===== config.mk =====
export PLATFORM = sky130hd
export DESIGN_NAME = sprt_uart
export DESIGN_NICKNAME = d
export VERILOG_FILES = /design/src/core/sprt_pkg.sv /design/src/core/sprt_uart.sv
export SDC_FILE = /design/constraint.sdc
export NUM_CORES = 1
export LEC_CHECK = 0
export ABC_AREA = 0
export CORE_MARGIN = 1.5
export CORE_UTILIZATION = 60
export DETAILED_ROUTE_END_ITERATION = 8
export DONT_BUFFER_PORTS = 1
export PLACE_DENSITY = 0.72
export SYNTH_ARGS = -nofsm -noshare
export SYNTH_HDL_FRONTEND = slang
export SYNTH_SLANG_ARGS = --single-unit

===== constraint.sdc =====
create_clock -name i_clk_sys -period 8.3 [get_ports i_clk_sys]
set_clock_uncertainty 0.05 [all_clocks]
set_input_delay 0.83 -clock i_clk_sys [delete_from_list [all_inputs] [get_ports i_clk_sys]]
set_output_delay 0.83 -clock i_clk_sys [all_outputs]
set_load 0.05 [all_outputs]

===== src/core/sprt_pkg.sv =====
// Purpose: Shared constants and types for the serial port front end
// Assumes: Byte-wide register port, eight register offsets
// Notes:   Offsets are register indices on the plain port

package sprt_pkg;
    // ****************************************
    // Register offsets
    // ****************************************
    localparam logic [2:0] OFS_DATA  = 3'h0;
    localparam logic [2:0] OFS_IER   = 3'h1;
    localparam logic [2:0] OFS_FIFO  = 3'h2;
    localparam logic [2:0] OFS_LCR   = 3'h3;
    localparam logic [2:0] OFS_MCR   = 3'h4;
    localparam logic [2:0] OFS_LSR   = 3'h5;
    localparam logic [2:0] OFS_MSR   = 3'h6;
    localparam logic [2:0] OFS_SCR   = 3'h7;
    // ****************************************
    // Field positions
    // ****************************************
    localparam int LCR_DIV_SEL   = 7;
    localparam int FCR_ENABLE    = 0;
    localparam int FCR_CLR_RX    = 1;
    localparam int FCR_CLR_TX    = 2;
    localparam int FCR_TRIG_LO   = 6;
    localparam int FCR_TRIG_HI   = 7;
    // ****************************************
    // Reset values and counts
    // ****************************************
    localparam logic [7:0]  RST_BYTE    = 8'h00;
    localparam logic [15:0] RST_DIVISOR = 16'h0001;
    localparam logic [3:0]  TICK_MID    = 4'h7;
    localparam logic [3:0]  TICK_END    = 4'hF;
    localparam logic [9:0]  TOUT_TICKS  = 10'h280;
    localparam logic [4:0]  TRIG_1      = 5'h01;
    localparam logic [4:0]  TRIG_4      = 5'h04;
    localparam logic [4:0]  TRIG_8      = 5'h08;
    localparam logic [4:0]  TRIG_14     = 5'h0E;
    // Identification values
    localparam logic [3:0]  ID_NONE = 4'h1;
    localparam logic [3:0]  ID_LINE = 4'h6;
    localparam logic [3:0]  ID_RXD  = 4'h4;
    localparam logic [3:0]  ID_TOUT = 4'hC;
    localparam logic [3:0]  ID_THRE = 4'h2;
    localparam logic [3:0]  ID_MDM  = 4'h0;
    // ****************************************
    // Types
    // ****************************************
    typedef enum logic [1:0] {
        SH_IDLE  = 2'h0,
        SH_START = 2'h1,
        SH_DATA  = 2'h3,
        SH_STOP  = 2'h2
    } sprt_shift_t;

    typedef struct packed {
        logic       wr;
        logic       rd;
        logic [2:0] addr;
        logic [7:0] wdata;
    } sprt_bus_t;
endpackage


===== src/core/sprt_uart.sv =====
// Purpose: Serial port holding, shift, enable and FIFO control logic
// Assumes: Fixed 8 data bits, 1 stop bit, no parity; 16 ticks per bit
// Notes:   Modem register is plain storage here; LCR bit 7 selects the divisor, which sets the tick rate
//
// The plain strobed port was chosen for this implementation.
`timescale 1ns/10ps

module sprt_uart #(
    parameter int DEPTH = 16,
    parameter int AW    = 4
) (
    // Clock and reset
    input  wire logic              i_clk_sys,
    input  wire logic              i_rstn,
    // Register port
    input  wire sprt_pkg::sprt_bus_t i_bus,
    output logic [7:0]             o_rdata,
    // Serial line and straps
    input  wire logic              i_serial_rx,
    input  wire logic              i_legacy_pc_mode,
    input  wire logic              i_modem_change,
    output logic                   o_serial_tx,
    output logic                   o_irq
);
    import sprt_pkg::*;

    // ****************************************
    // Input synchronisers
    // ****************************************
    logic rx_s1, rx_s2, leg_s1, leg_s2;
    always_ff @(posedge i_clk_sys or negedge i_rstn) begin
        if (!i_rstn) begin
            rx_s1  <= 1'b1;
            rx_s2  <= 1'b1;
            leg_s1 <= 1'b0;
            leg_s2 <= 1'b0;
        end else begin
            rx_s1  <= i_serial_rx;
            rx_s2  <= rx_s1;
            leg_s1 <= i_legacy_pc_mode;
            leg_s2 <= leg_s1;
        end
    end

    // ****************************************
    // Decode
    // ****************************************
    logic [3:0]   interrupt_enable_mask;
    logic [7:0]   lcr, mcr, scr, dll, dlm;
    logic         fifo_en;
    logic [1:0]   trig;
    logic         dsel;
    assign dsel = lcr[LCR_DIV_SEL];
    logic wr_thr, wr_ier, wr_fcr, rd_rbr, rd_iir, rd_lsr, rd_msr;
    assign wr_thr = i_bus.wr && i_bus.addr == OFS_DATA && !dsel;
    assign wr_ier = i_bus.wr && i_bus.addr == OFS_IER && !dsel;
    assign wr_fcr = i_bus.wr && i_bus.addr == OFS_FIFO;
    assign rd_rbr = i_bus.rd && i_bus.addr == OFS_DATA && !dsel;
    assign rd_iir = i_bus.rd && i_bus.addr == OFS_FIFO;
    assign rd_lsr = i_bus.rd && i_bus.addr == OFS_LSR;
    assign rd_msr = i_bus.rd && i_bus.addr == OFS_MSR;

    // Mode change or clear bit empties a FIFO; DMA bit 3 is never looked at
    logic rx_flush, tx_flush;
    assign rx_flush = wr_fcr && (fifo_en != i_bus.wdata[FCR_ENABLE]
                      || (i_bus.wdata[FCR_ENABLE] && i_bus.wdata[FCR_CLR_RX]));
    assign tx_flush = wr_fcr && (fifo_en != i_bus.wdata[FCR_ENABLE]
                      || (i_bus.wdata[FCR_ENABLE] && i_bus.wdata[FCR_CLR_TX]));

    // ****************************************
    // Software registers
    // ****************************************
    always_ff @(posedge i_clk_sys or negedge i_rstn) begin
        if (!i_rstn) begin
            interrupt_enable_mask <= 4'h0;
            lcr <= RST_BYTE;
            mcr <= RST_BYTE;
            scr <= RST_BYTE;
            dll <= RST_DIVISOR[7:0];
            dlm <= RST_DIVISOR[15:8];
        end else if (i_bus.wr) begin
            case (i_bus.addr)
                OFS_DATA: if (dsel) dll <= i_bus.wdata;
                OFS_IER: begin
                    if (dsel) dlm <= i_bus.wdata;
                    else interrupt_enable_mask <= i_bus.wdata[3:0];
                end
                OFS_LCR: lcr <= i_bus.wdata;
                OFS_MCR: mcr <= i_bus.wdata;
                OFS_SCR: if (!leg_s2) scr <= i_bus.wdata;
                default: ;
            endcase
        end
    end

    // Clear bits are never stored, so they read back as self-cleared
    always_ff @(posedge i_clk_sys or negedge i_rstn) begin
        if (!i_rstn) begin
            fifo_en <= 1'b0;
            trig    <= 2'h0;
        end else if (wr_fcr) begin
            fifo_en <= i_bus.wdata[FCR_ENABLE];
            if (i_bus.wdata[FCR_ENABLE]) trig <= i_bus.wdata[FCR_TRIG_HI:FCR_TRIG_LO];
        end
    end

    // ****************************************
    // Bit rate ticks (16 per bit)
    // ****************************************
    logic [15:0] bcnt, div;
    logic        tick;
    assign div  = ({dlm, dll} == 16'h0000) ? 16'h0001 : {dlm, dll};
    assign tick = (bcnt == div - 16'h0001);
    always_ff @(posedge i_clk_sys or negedge i_rstn) begin
        if (!i_rstn) bcnt <= 16'h0000;
        else bcnt <= tick ? 16'h0000 : bcnt + 16'h0001;
    end

    // ****************************************
    // Receive shifter and FIFO
    // ****************************************
    sprt_shift_t rx_st;
    logic [3:0]  rx_sub;
    logic [2:0]  rx_bit;
    logic [7:0]  rx_sh;
    logic        rx_done, rx_fe;
    logic [7:0]  rx_mem [DEPTH];
    logic [AW-1:0] rx_wp, rx_rp;
    logic [AW:0]   rx_cnt, cap;
    logic        rx_push, rx_pop;
    assign cap = fifo_en ? (AW+1)'(DEPTH) : (AW+1)'(1);
    assign rx_done = rx_st == SH_STOP && tick && rx_sub == TICK_END;
    assign rx_push = rx_done && rx_cnt != cap;
    assign rx_pop  = rd_rbr && rx_cnt != '0;
    assign rx_fe   = !rx_s2;

    always_ff @(posedge i_clk_sys or negedge i_rstn) begin
        if (!i_rstn) begin
            rx_st  <= SH_IDLE;
            rx_sub <= 4'h0;
            rx_bit <= 3'h0;
            rx_sh  <= RST_BYTE;
        end else begin
            case (rx_st)
                SH_IDLE: begin
                    rx_sub <= 4'h0;
                    if (!rx_s2) rx_st <= SH_START;
                end
                SH_START: if (tick) begin
                    rx_sub <= rx_sub + 4'h1;
                    if (rx_sub == TICK_MID) begin
                        rx_sub <= 4'h0;
                        rx_bit <= 3'h0;
                        rx_st  <= rx_s2 ? SH_IDLE : SH_DATA;
                    end
                end
                SH_DATA: if (tick) begin
                    rx_sub <= rx_sub + 4'h1;
                    if (rx_sub == TICK_END) begin
                        rx_sh  <= {rx_s2, rx_sh[7:1]};
                        rx_bit <= rx_bit + 3'h1;
                        if (rx_bit == 3'h7) rx_st <= SH_STOP;
                    end
                end
                SH_STOP: if (tick) begin
                    rx_sub <= rx_sub + 4'h1;
                    if (rx_sub == TICK_END) rx_st <= SH_IDLE;
                end
                default: rx_st <= SH_IDLE;
            endcase
        end
    end

    // Flush touches only pointers and counters, never the storage or the shifter
    always_ff @(posedge i_clk_sys) begin
        if (rx_push) rx_mem[rx_wp] <= rx_sh;
    end
    always_ff @(posedge i_clk_sys or negedge i_rstn) begin
        if (!i_rstn) begin
            rx_wp  <= '0;
            rx_rp  <= '0;
            rx_cnt <= '0;
        end else if (rx_flush) begin
            rx_wp  <= '0;
            rx_rp  <= '0;
            rx_cnt <= '0;
        end else begin
            if (rx_push) rx_wp <= rx_wp + 1'b1;
            if (rx_pop) rx_rp <= rx_rp + 1'b1;
            rx_cnt <= rx_cnt + (AW+1)'(rx_push) - (AW+1)'(rx_pop);
        end
    end

    // ****************************************
    // Transmit FIFO and shifter
    // ****************************************
    sprt_shift_t tx_st;
    logic [3:0]  tx_sub;
    logic [2:0]  tx_bit;
    logic [7:0]  tx_sh;
    logic [7:0]  tx_mem [DEPTH];
    logic [AW-1:0] tx_wp, tx_rp;
    logic [AW:0]   tx_cnt;
    logic        tx_push, tx_pop, thre, transmitter_idle_flag;
    // A slot freed by a same-cycle shifter load takes back-to-back writes
    assign tx_push = wr_thr && (tx_cnt != cap || tx_pop);
    assign tx_pop  = tx_st == SH_IDLE && tx_cnt != '0 && !tx_flush;
    assign thre    = tx_cnt == '0;
    assign transmitter_idle_flag    = (tx_st == SH_IDLE) && (leg_s2 || thre);

    always_ff @(posedge i_clk_sys) begin
        if (tx_push) tx_mem[tx_wp] <= i_bus.wdata;
    end
    always_ff @(posedge i_clk_sys or negedge i_rstn) begin
        if (!i_rstn) begin
            tx_wp  <= '0;
            tx_rp  <= '0;
            tx_cnt <= '0;
        end else if (tx_flush) begin
            tx_wp  <= '0;
            tx_rp  <= '0;
            tx_cnt <= '0;
        end else begin
            if (tx_push) tx_wp <= tx_wp + 1'b1;
            if (tx_pop) tx_rp <= tx_rp + 1'b1;
            tx_cnt <= tx_cnt + (AW+1)'(tx_push) - (AW+1)'(tx_pop);
        end
    end

    always_ff @(posedge i_clk_sys or negedge i_rstn) begin
        if (!i_rstn) begin
            tx_st  <= SH_IDLE;
            tx_sub <= 4'h0;
            tx_bit <= 3'h0;
            tx_sh  <= RST_BYTE;
        end else begin
            case (tx_st)
                SH_IDLE: if (tx_pop) begin
                    tx_sh  <= tx_mem[tx_rp];
                    tx_sub <= 4'h0;
                    tx_bit <= 3'h0;
                    tx_st  <= SH_START;
                end
                SH_START: if (tick) begin
                    tx_sub <= tx_sub + 4'h1;
                    if (tx_sub == TICK_END) tx_st <= SH_DATA;
                end
                SH_DATA: if (tick) begin
                    tx_sub <= tx_sub + 4'h1;
                    if (tx_sub == TICK_END) begin
                        tx_sh  <= {1'b0, tx_sh[7:1]};
                        tx_bit <= tx_bit + 3'h1;
                        if (tx_bit == 3'h7) tx_st <= SH_STOP;
                    end
                end
                SH_STOP: if (tick) begin
                    tx_sub <= tx_sub + 4'h1;
                    if (tx_sub == TICK_END) tx_st <= SH_IDLE;
                end
                default: tx_st <= SH_IDLE;
            endcase
        end
    end

    always_ff @(posedge i_clk_sys or negedge i_rstn) begin
        if (!i_rstn) o_serial_tx <= 1'b1;
        else o_serial_tx <= (tx_st == SH_START) ? 1'b0 :
                            (tx_st == SH_DATA) ? tx_sh[0] : 1'b1;
    end

    // ****************************************
    // Status flags and interrupt sources
    // ****************************************
    // Hardware set beats a same-cycle read clear
    logic oe, fe, bi, thre_q, thre_pend, ms_pend, tout;
    logic [9:0] tout_cnt;
    logic thre_set;
    assign thre_set = (thre && !thre_q) || (wr_ier && i_bus.wdata[1] && !interrupt_enable_mask[1] && thre);
    always_ff @(posedge i_clk_sys or negedge i_rstn) begin
        if (!i_rstn) begin
            oe <= 1'b0;
            fe <= 1'b0;
            bi <= 1'b0;
        end else begin
            oe <= (rx_done && rx_cnt == cap) || (oe && !rd_lsr);
            fe <= (rx_done && rx_fe) || (fe && !rd_lsr);
            bi <= (rx_done && rx_fe && rx_sh == 8'h00) || (bi && !rd_lsr);
        end
    end

    logic [3:0] iid;
    always_ff @(posedge i_clk_sys or negedge i_rstn) begin
        if (!i_rstn) begin
            thre_q    <= 1'b1;
            thre_pend <= 1'b0;
            ms_pend   <= 1'b0;
        end else begin
            thre_q    <= thre;
            thre_pend <= thre_set || (thre_pend && !wr_thr && !(rd_iir && iid == ID_THRE));
            ms_pend   <= i_modem_change || (ms_pend && !rd_msr);
        end
    end

    // Four character times of silence with data waiting
    always_ff @(posedge i_clk_sys or negedge i_rstn) begin
        if (!i_rstn) tout_cnt <= 10'h000;
        else if (!fifo_en || rx_cnt == '0 || rx_push || rx_pop) tout_cnt <= 10'h000;
        else if (tick && tout_cnt != TOUT_TICKS) tout_cnt <= tout_cnt + 10'h001;
    end
    assign tout = tout_cnt == TOUT_TICKS;

    logic [4:0] lvl;
    always_comb begin
        case (trig)
            2'h0:    lvl = TRIG_1;
            2'h1:    lvl = TRIG_4;
            2'h2:    lvl = TRIG_8;
            default: lvl = TRIG_14;
        endcase
    end

    logic line_irq, rxd_irq, tout_irq, thre_irq, mdm_irq;
    assign line_irq = interrupt_enable_mask[2] && (oe || fe || bi);
    assign rxd_irq  = interrupt_enable_mask[0] && (fifo_en ? rx_cnt >= lvl : rx_cnt != '0);
    assign tout_irq = interrupt_enable_mask[0] && fifo_en && tout;
    assign thre_irq = interrupt_enable_mask[1] && thre_pend;
    assign mdm_irq  = interrupt_enable_mask[3] && ms_pend;
    always_comb begin
        if (line_irq) iid = ID_LINE;
        else if (rxd_irq) iid = ID_RXD;
        else if (tout_irq) iid = ID_TOUT;
        else if (thre_irq) iid = ID_THRE;
        else if (mdm_irq) iid = ID_MDM;
        else iid = ID_NONE;
    end

    always_ff @(posedge i_clk_sys or negedge i_rstn) begin
        if (!i_rstn) o_irq <= 1'b0;
        else o_irq <= iid != ID_NONE;
    end

    // ****************************************
    // Read data, one cycle after the strobe
    // ****************************************
    logic [7:0] next_rdata;
    always_comb begin
        case (i_bus.addr)
            OFS_DATA: next_rdata = dsel ? dll : (rx_cnt != '0 ? rx_mem[rx_rp] : 8'h00);
            OFS_IER:  next_rdata = dsel ? dlm : {4'h0, interrupt_enable_mask};
            OFS_FIFO: next_rdata = {fifo_en, fifo_en, 2'h0, iid};
            OFS_LCR:  next_rdata = lcr;
            OFS_MCR:  next_rdata = mcr;
            OFS_LSR:  next_rdata = {fifo_en && (fe || bi), transmitter_idle_flag, thre, bi, fe, 1'b0, oe,
                                    rx_cnt != '0};
            OFS_SCR:  next_rdata = leg_s2 ? 8'h00 : scr;
            default:  next_rdata = 8'h00;
        endcase
    end
    always_ff @(posedge i_clk_sys or negedge i_rstn) begin
        if (!i_rstn) o_rdata <= 8'h00;
        else o_rdata <= i_bus.rd ? next_rdata : 8'h00;
    end

    // ****************************************
    // Assertions
    // ****************************************
    property p_div_read;
        @(posedge i_clk_sys) disable iff (!i_rstn)
        (i_bus.rd && i_bus.addr == OFS_DATA && dsel) |=> o_rdata == $past(dll);
    endproperty
    a_div_read: assert property (p_div_read) else $error("divisor latch not read");
    property p_lsb_first;
        @(posedge i_clk_sys) disable iff (!i_rstn)
        (tx_st == SH_START && tick && tx_sub == TICK_END) |=> ##1 o_serial_tx == $past(tx_sh[0]);
    endproperty
    a_lsb_first: assert property (p_lsb_first) else $error("first data bit not bit 0");
    property p_legacy_idle;
        @(posedge i_clk_sys) disable iff (!i_rstn)
        (rd_lsr && leg_s2 && tx_st == SH_IDLE) |=> o_rdata[6];
    endproperty
    a_legacy_idle: assert property (p_legacy_idle) else $error("idle flag missing");
    property p_no_scratch;
        @(posedge i_clk_sys) disable iff (!i_rstn)
        (i_bus.rd && i_bus.addr == OFS_SCR && leg_s2) |=> o_rdata == 8'h00;
    endproperty
    a_no_scratch: assert property (p_no_scratch) else $error("scratch visible");
    property p_fifo_bits;
        @(posedge i_clk_sys) disable iff (!i_rstn)
        (rd_iir && !fifo_en) |=> o_rdata[7:6] == 2'h0 && !o_rdata[3];
    endproperty
    a_fifo_bits: assert property (p_fifo_bits) else $error("FIFO bits set");
    property p_ier_rsv;
        @(posedge i_clk_sys) disable iff (!i_rstn)
        (i_bus.rd && i_bus.addr == OFS_IER && !dsel) |=> o_rdata[7:4] == 4'h0;
    endproperty
    a_ier_rsv: assert property (p_ier_rsv) else $error("reserved bits set");
    property p_irq_off;
        @(posedge i_clk_sys) disable iff (!i_rstn)
        (interrupt_enable_mask == 4'h0) |=> !o_irq;
    endproperty
    a_irq_off: assert property (p_irq_off) else $error("irq while disabled");
    property p_tx_reload;
        @(posedge i_clk_sys) disable iff (!i_rstn)
        tx_pop |-> tx_st == SH_IDLE ##1 tx_st == SH_START;
    endproperty
    a_tx_reload: assert property (p_tx_reload) else $error("early shifter load");
    property p_disable_flush;
        @(posedge i_clk_sys) disable iff (!i_rstn)
        (wr_fcr && fifo_en && !i_bus.wdata[FCR_ENABLE]) |=> rx_cnt == '0 && tx_cnt == '0;
    endproperty
    a_disable_flush: assert property (p_disable_flush) else $error("FIFOs kept");
    property p_rx_clear;
        @(posedge i_clk_sys) disable iff (!i_rstn)
        (wr_fcr && i_bus.wdata[FCR_ENABLE] && i_bus.wdata[FCR_CLR_RX]
         && !(tick && rx_sub == TICK_END))
        |=> rx_cnt == '0 && rx_sh == $past(rx_sh);
    endproperty
    a_rx_clear: assert property (p_rx_clear) else $error("rx clear failed");
    property p_tx_clear;
        @(posedge i_clk_sys) disable iff (!i_rstn)
        (wr_fcr && i_bus.wdata[FCR_ENABLE] && i_bus.wdata[FCR_CLR_TX]
         && !(tick && tx_sub == TICK_END))
        |=> tx_cnt == '0 && tx_st == $past(tx_st);
    endproperty
    a_tx_clear: assert property (p_tx_clear) else $error("tx clear failed");
    c_rx_char: cover property (@(posedge i_clk_sys) rx_push);
    c_tx_load: cover property (@(posedge i_clk_sys) tx_pop ##1 tx_cnt != '0);
    c_tout:    cover property (@(posedge i_clk_sys) tout_irq);
    c_full:    cover property (@(posedge i_clk_sys) fifo_en && rx_cnt == cap);
endmodule


# [Yosys cells after proc, flatten, opt, wreduce, memory -nomap -nowiden]
# Memory sizes are Yosys's and may differ from the RTL's.
# Index checks and enable logic that the tools add are counted.
[classes] addsub=15 magnitude_cmp=1 n_eq_ne=47 mux=73 bitwise=2 reduce_logical=103
[op_table] cell="2-to-1 mux 4 bit" n=16
[op_table] cell="2-to-1 mux 8 bit" n=8
[op_table] cell="one-hot mux 8 bit (7 select lines)" n=1
[op_table] cell="logical AND 1 bit" n=44
[op_table] cell="2-to-1 mux 2 bit" n=18
[op_table] cell="2-to-1 mux 16 bit" n=2
[op_table] cell="inequality test 2 bit, second input constant" n=15
[op_table] cell="adder 4 x 1 -> 4 bit, second input constant" n=6
[op_table] cell="one-hot mux 4 bit (3 select lines)" n=2
[op_table] cell="2-to-1 mux 3 bit" n=7
[op_table] cell="2-to-1 mux 10 bit" n=2
[op_table] cell="== test 3 bit, second input constant" n=6
[op_table] cell="adder 16 x 1 -> 16 bit, second input constant" n=1
[op_table] cell="== test 16 bit" n=1
[op_table] cell="logical NOT 16 bit" n=1
[op_table] cell="logical OR 1 bit" n=16
[op_table] cell="one-hot mux 2 bit (4 select lines)" n=2
[op_table] cell="one-hot mux 8 bit (2 select lines)" n=1
[op_table] cell="AND reduction 8 bit" n=2
[op_table] cell="subtractor 16 x 1 -> 16 bit, second input constant" n=1
[op_table] cell="2-to-1 mux 5 bit" n=3
[op_table] cell="AND reduction 3 bit" n=5
[op_table] cell="nonzero test 2 bit" n=7
[op_table] cell="one-hot mux 3 bit (2 select lines)" n=2
[op_table] cell="33 further kinds" n=72
[totals] ff_bits=153 ramBits=256 in_bits=18 output_inout_bits=10 mem_count=2
[memory_table] memory="rx_mem" words=16 width=8 read_ports=1 rd_clocked_by_memory_dff=0 write_ports=1 line_no="sprt_uart.sv:127" source="logic [7:0] rx_mem [DEPTH];"
[memory_table] memory="tx_mem" words=16 width=8 read_ports=1 rd_clocked_by_memory_dff=0 write_ports=1 line_no="sprt_uart.sv:201" source="logic [7:0] tx_mem [DEPTH];"

# [Depth between registers and ports, before layout]
[depth] depth_word=12 ltp_mapped=23

# [Worst setup path before layout]
# No wires, ideal clock.
[synth_path] kind="register to register" start="register dll[7]" end="register rx_cnt[4]" t_arrival_ns=5.160 t_required_ns=8.172 slack_ns=3.012 path_stages_with_launch=24 n_path_buf=2 cell_sequence="dfrtp_1 -> or4_1 -> buf_2 -> nor3_1 -> a21oi_1 -> ha_1 -> nor3b_1 -> xnor2_1 -> a311oi_1 -> nand3_1 -> or4b_1 -> nor4_2 -> clkbuf_1 -> inv_1 -> ha_1 -> inv_1 -> ha_1 -> inv_1 -> fa_1 -> inv_1 -> a21oi_1 -> nor2_1 -> or3_1 -> a21oi_1"
[synth_via] elab_chain_len=10
[synth_rtl] item="start: declaration" line_no="sprt_uart.sv:49" source="logic [7:0] lcr, mcr, scr, dll, dlm;"
[synth_rtl] item="start signal: assignment" line_no="sprt_uart.sv:79" source="dll <= RST_DIVISOR[7:0];"
[synth_rtl] item="start signal: assignment" line_no="sprt_uart.sv:83" source="OFS_DATA: if (dsel) dll <= i_bus.wdata;"
[synth_rtl] item="logical NOT 16 bit" line_no="sprt_uart.sv:112" source="assign div = ({dlm, dll} == 16'h0000) ? 16'h0001 : {dlm, dll};"
[synth_rtl] item="2-to-1 mux 16 bit (*)" line_no="sprt_uart.sv:112"
[synth_rtl] item="subtractor 16 x 1 -> 16 bit (*)" line_no="sprt_uart.sv:113" source="assign tick = (bcnt == div - 16'h0001);"
[synth_rtl] item="== test 16 bit (*)" line_no="sprt_uart.sv:113"
[synth_rtl] item="logical AND 1 bit (*) (2 in a row)" line_no="sprt_uart.sv:132" source="assign rx_done = rx_st == SH_STOP && tick && rx_sub == TICK_END;"
[synth_rtl] item="logical AND 1 bit (*)" line_no="sprt_uart.sv:133" source="assign rx_push = rx_done && rx_cnt != cap;"
[synth_rtl] item="adder 5 x 1 -> 5 bit (*)" line_no="sprt_uart.sv:190" source="rx_cnt <= rx_cnt + (AW+1)'(rx_push) - (AW+1)'(rx_pop);"
[synth_rtl] item="subtractor 5 x 1 -> 5 bit (*)" line_no="sprt_uart.sv:190"
[synth_rtl] item="2-to-1 mux 5 bit (*)" line_no="sprt_uart.sv:183" source="end else if (rx_flush) begin"
[synth_rtl] item="end signal: assignment" line_no="sprt_uart.sv:190"
[synth_rtl] item="end: declaration" line_no="sprt_uart.sv:129" source="logic [AW:0] rx_cnt, cap;"
# Every way passes the cells marked *; elsewhere a longest branch is shown, timed or not.
# A chain may end at the register's enable or synchronous reset.

# [Final worst setup path]
# Same ends and word-level chain as after synthesis.

==> metrics.txt <==
final wirelength 42300 µm; Final TNS setup 0 ns; Nets 1329; CTS root buffer clkbuf_16; Overall Power 5960 µW; Critical Path End Type register; Post-synth ARST share 0.374; DRC 0; Core Region 0.0305 mm²; HPWL Detailed 27300 µm; kind of critical path register to register; IO Count 28; Worst EP required 8.72 ns; largest net degree at the start of global routing 149; Worst-path clk slew 0.06 ns; Top FF cell, synth edfxtp_1; Mapped Area 0.0186 mm²; Highest Clock Rate 174 MHz; FP Rows 64; Post-Syn Instances 1278; CP max FO 17; number of nets with antenna violations after routing 0; Mapped Nets 1334; final setup violation count 0; Hold WS 0.0739 ns; Max VDD drop 204 µV; worst-margin pin slew 1.25 ns; Post-CTS Setup Bufs 0; Startpoint Class register; vias in the first global route 11000; chip height 179 µm; GR Overflow Total 0; cell depth of the worst flop-to-flop path 22; initial DRC count 1106; Die Width 179 µm; number of port buffers 0; post-route clock period utilization 0.691; initial antenna violation count 2; First-pass DRT Iterations 7; placed cell count 1624; total CTS buffers 42; Critical R2R Capture rx_cnt[4]; type of the worst min-delay path input port to asynchronous set/reset pin; DR vias/cell 6.54; Synth Register Bits 409; Power Dens Cells 291 mW/mm²; H-Tree Depth 2; area delta synth->final 10.2%; gpl congestion 0.908; crit path DAT 6.16 ns; Final Max Tran Viols 0; Leakage Power 0.00739 µW; yosys warns 0; relative slew slack 0.144; TritonCTS clock tree built; worst skew pair latency 0.55 ns; post-synthesis sequential area ratio 0.620; via count 11100; syn_area_per_cell 14.6 µm²; final cell count without fillers 1703; routed len/inst 24.8 µm; clock sink count 409; Initial Util 0.610; Tot GR Track Use 0.277; EDFF count, synth 256; total of max-cap violations 0; status finished clean; Reg2Reg Launch Point dll[7]; r2r setup slk 2.57 ns; Bufs on Longest Clock Path 3; die area 0.0321 mm²; final hold vios 0; share of post-route cells with drive strength above 1 0.197; RSZ-0062 raised after global routing no; Final min period 5.73 ns; first-pass GRT wire length 66000 µm; Unique masters post-synth 73
cell usage in the layout, fill, tap and decap left out, types with 12 or more instances in the layout:
| cell | Yosys | layout |
|---|---|---|
| a21oi_1 | 42 | 42 |
| mux2i_1 | 18 | 18 |
| ha_1 | 36 | 36 |
| mux4_2 | 80 | 80 |
| nor4_1 | 18 | 15 |
| o21ai_0 | 27 | 27 |
| xnor2_1 | 25 | 25 |
| a21o_1 | 14 | 14 |
| dfrtp_1 | 148 | 146 |
| mux2_2 | 61 | 61 |
| nor2_1 | 71 | 71 |
| or3_1 | 12 | 12 |
| nand3_1 | 30 | 30 |
| inv_1 | 43 | 43 |
| nand2_1 | 73 | 73 |
| nor3_1 | 25 | 23 |
| edfxtp_1 | 256 | 256 |
| xor2_1 | 27 | 27 |
| o31ai_1 | 15 | 15 |
| clkbuf_16 | 0 | 43 |
| buf_4 | 0 | 21 |
metrics by stage:
stage / setup WS, ns / utilization / instance area [µm²]
after floorplan: 3.01 / - / 18600
after global placement: 2.76 / 0.623 / 19000
after detailed placement: 2.68 / 0.623 / 19000
after CTS: 2.65 / 0.672 / 20500
after global routing: 2.21 / 0.672 / 20500
final: 2.57 / 0.672 / 20500
state kept, by name (all words and copies together), names as in the netlist, 10 cells and up:
signal	flops
rx_mem	128
bcnt	16
tout_cnt	10
tx_mem	128
worst max path at each step:
stage,slack [ns],start,to,cells after the start
finish,2.57,dll[7],rx_cnt[4],22
global route,2.21,dll[7],rx_cnt[4],22
CTS,2.65,dll[7],rx_cnt[4],22
detailed placement,2.68,dll[7],rx_cnt[4],22
global placement,2.76,dll[7],rx_cnt[4],22
floorplan,3.01,dll[7],rx_cnt[4],23
critical path, stage by stage, from the launching register on:
cell	delay [ns]
dfrtp_1	0.46
or4_1	0.72
nor3_1	0.64
a21oi_1	0.16
ha_1	0.26
nor3b_1	0.17
xnor2_1	0.19
a311oi_1	0.27
nand3_1	0.11
or4b_1	0.55
nor4_2	0.29
buf_4	0.27
inv_1	0.08
ha_1	0.28
inv_1	0.04
ha_1	0.18
inv_1	0.07
fa_1	0.20
inv_1	0.05
a21oi_1	0.12
nor2_1	0.06
or3_1	0.34
a21oi_1	0.14
per-layer routing:
metal,global-route usage,vias to the layer above,part of all wire
met5,0,-,0.00050
met4,0.0701,4,0.020
met3,0.0439,72,0.066
met2,0.437,417,0.48
met1,0.405,5725,0.44
li1,-,4922,-
logic make-up after synthesis:
kind of cell,count (synthesis),share of synthesized area
flops,409,0.620
fa+ha+maj,38,0.0264
simple gates,339,0.101
xor+xnor,52,0.0245
buf+inv,114,0.0235
compound gates,167,0.0615
mux,159,0.144
where the power goes:
part	leakage [µW]	switching, µW	internal, µW
clock network	0.000700	794	1190
registers	0.00428	261	2340
logic	0.00241	719	655
total	0.00739	1770	4190
synthesized netlist by cell type (all sizes together), types with 8 or more instances:
cell type  count  share of area
nor4          22          0.010
nand2         73          0.015
nor2          71          0.014
o31ai         15         0.0061
buf           19         0.0043
mux2          61          0.037
and3          11         0.0037
mux2i         18         0.0097
edfxtp       256           0.41
mux4          80          0.097
a21o          14         0.0057
nand3         30         0.0081
nor3b          8         0.0032
and4b          8         0.0043
and2          10         0.0034
nand4          9         0.0030
xnor2         25          0.012
dfrtp        148           0.20
xor2          27          0.013
nor3          26         0.0073
o21ai         28         0.0077
inv           43         0.0087
clkbuf        52          0.010
o311ai         8         0.0038
nand2b         9         0.0030
ha            36          0.024
or4           11         0.0046
nor2b         11         0.0037
or3           12         0.0040
a22oi          8         0.0032
o211ai         9         0.0036
a21oi         42          0.011
timing repair:
item                      4_1_cts  5_1_grt
hold endpoints to repair      148        0
resized for setup               0        0
hold buffers                    1        0
area by class of cell:
class / count / area [µm²]
Sequential cell: 409 / 11500
Fill cell: 2054 / 10000
Multi-Input combinational cell: 755 / 6680
Clock buffer: 54 / 1140
Tap cell: 396 / 495
Clock inverter: 23 / 310
Timing Repair Buffer: 22 / 185
Inverter: 43 / 161
Antenna cell: 1 / 2.50
Power figures use the tool's default switching activity.
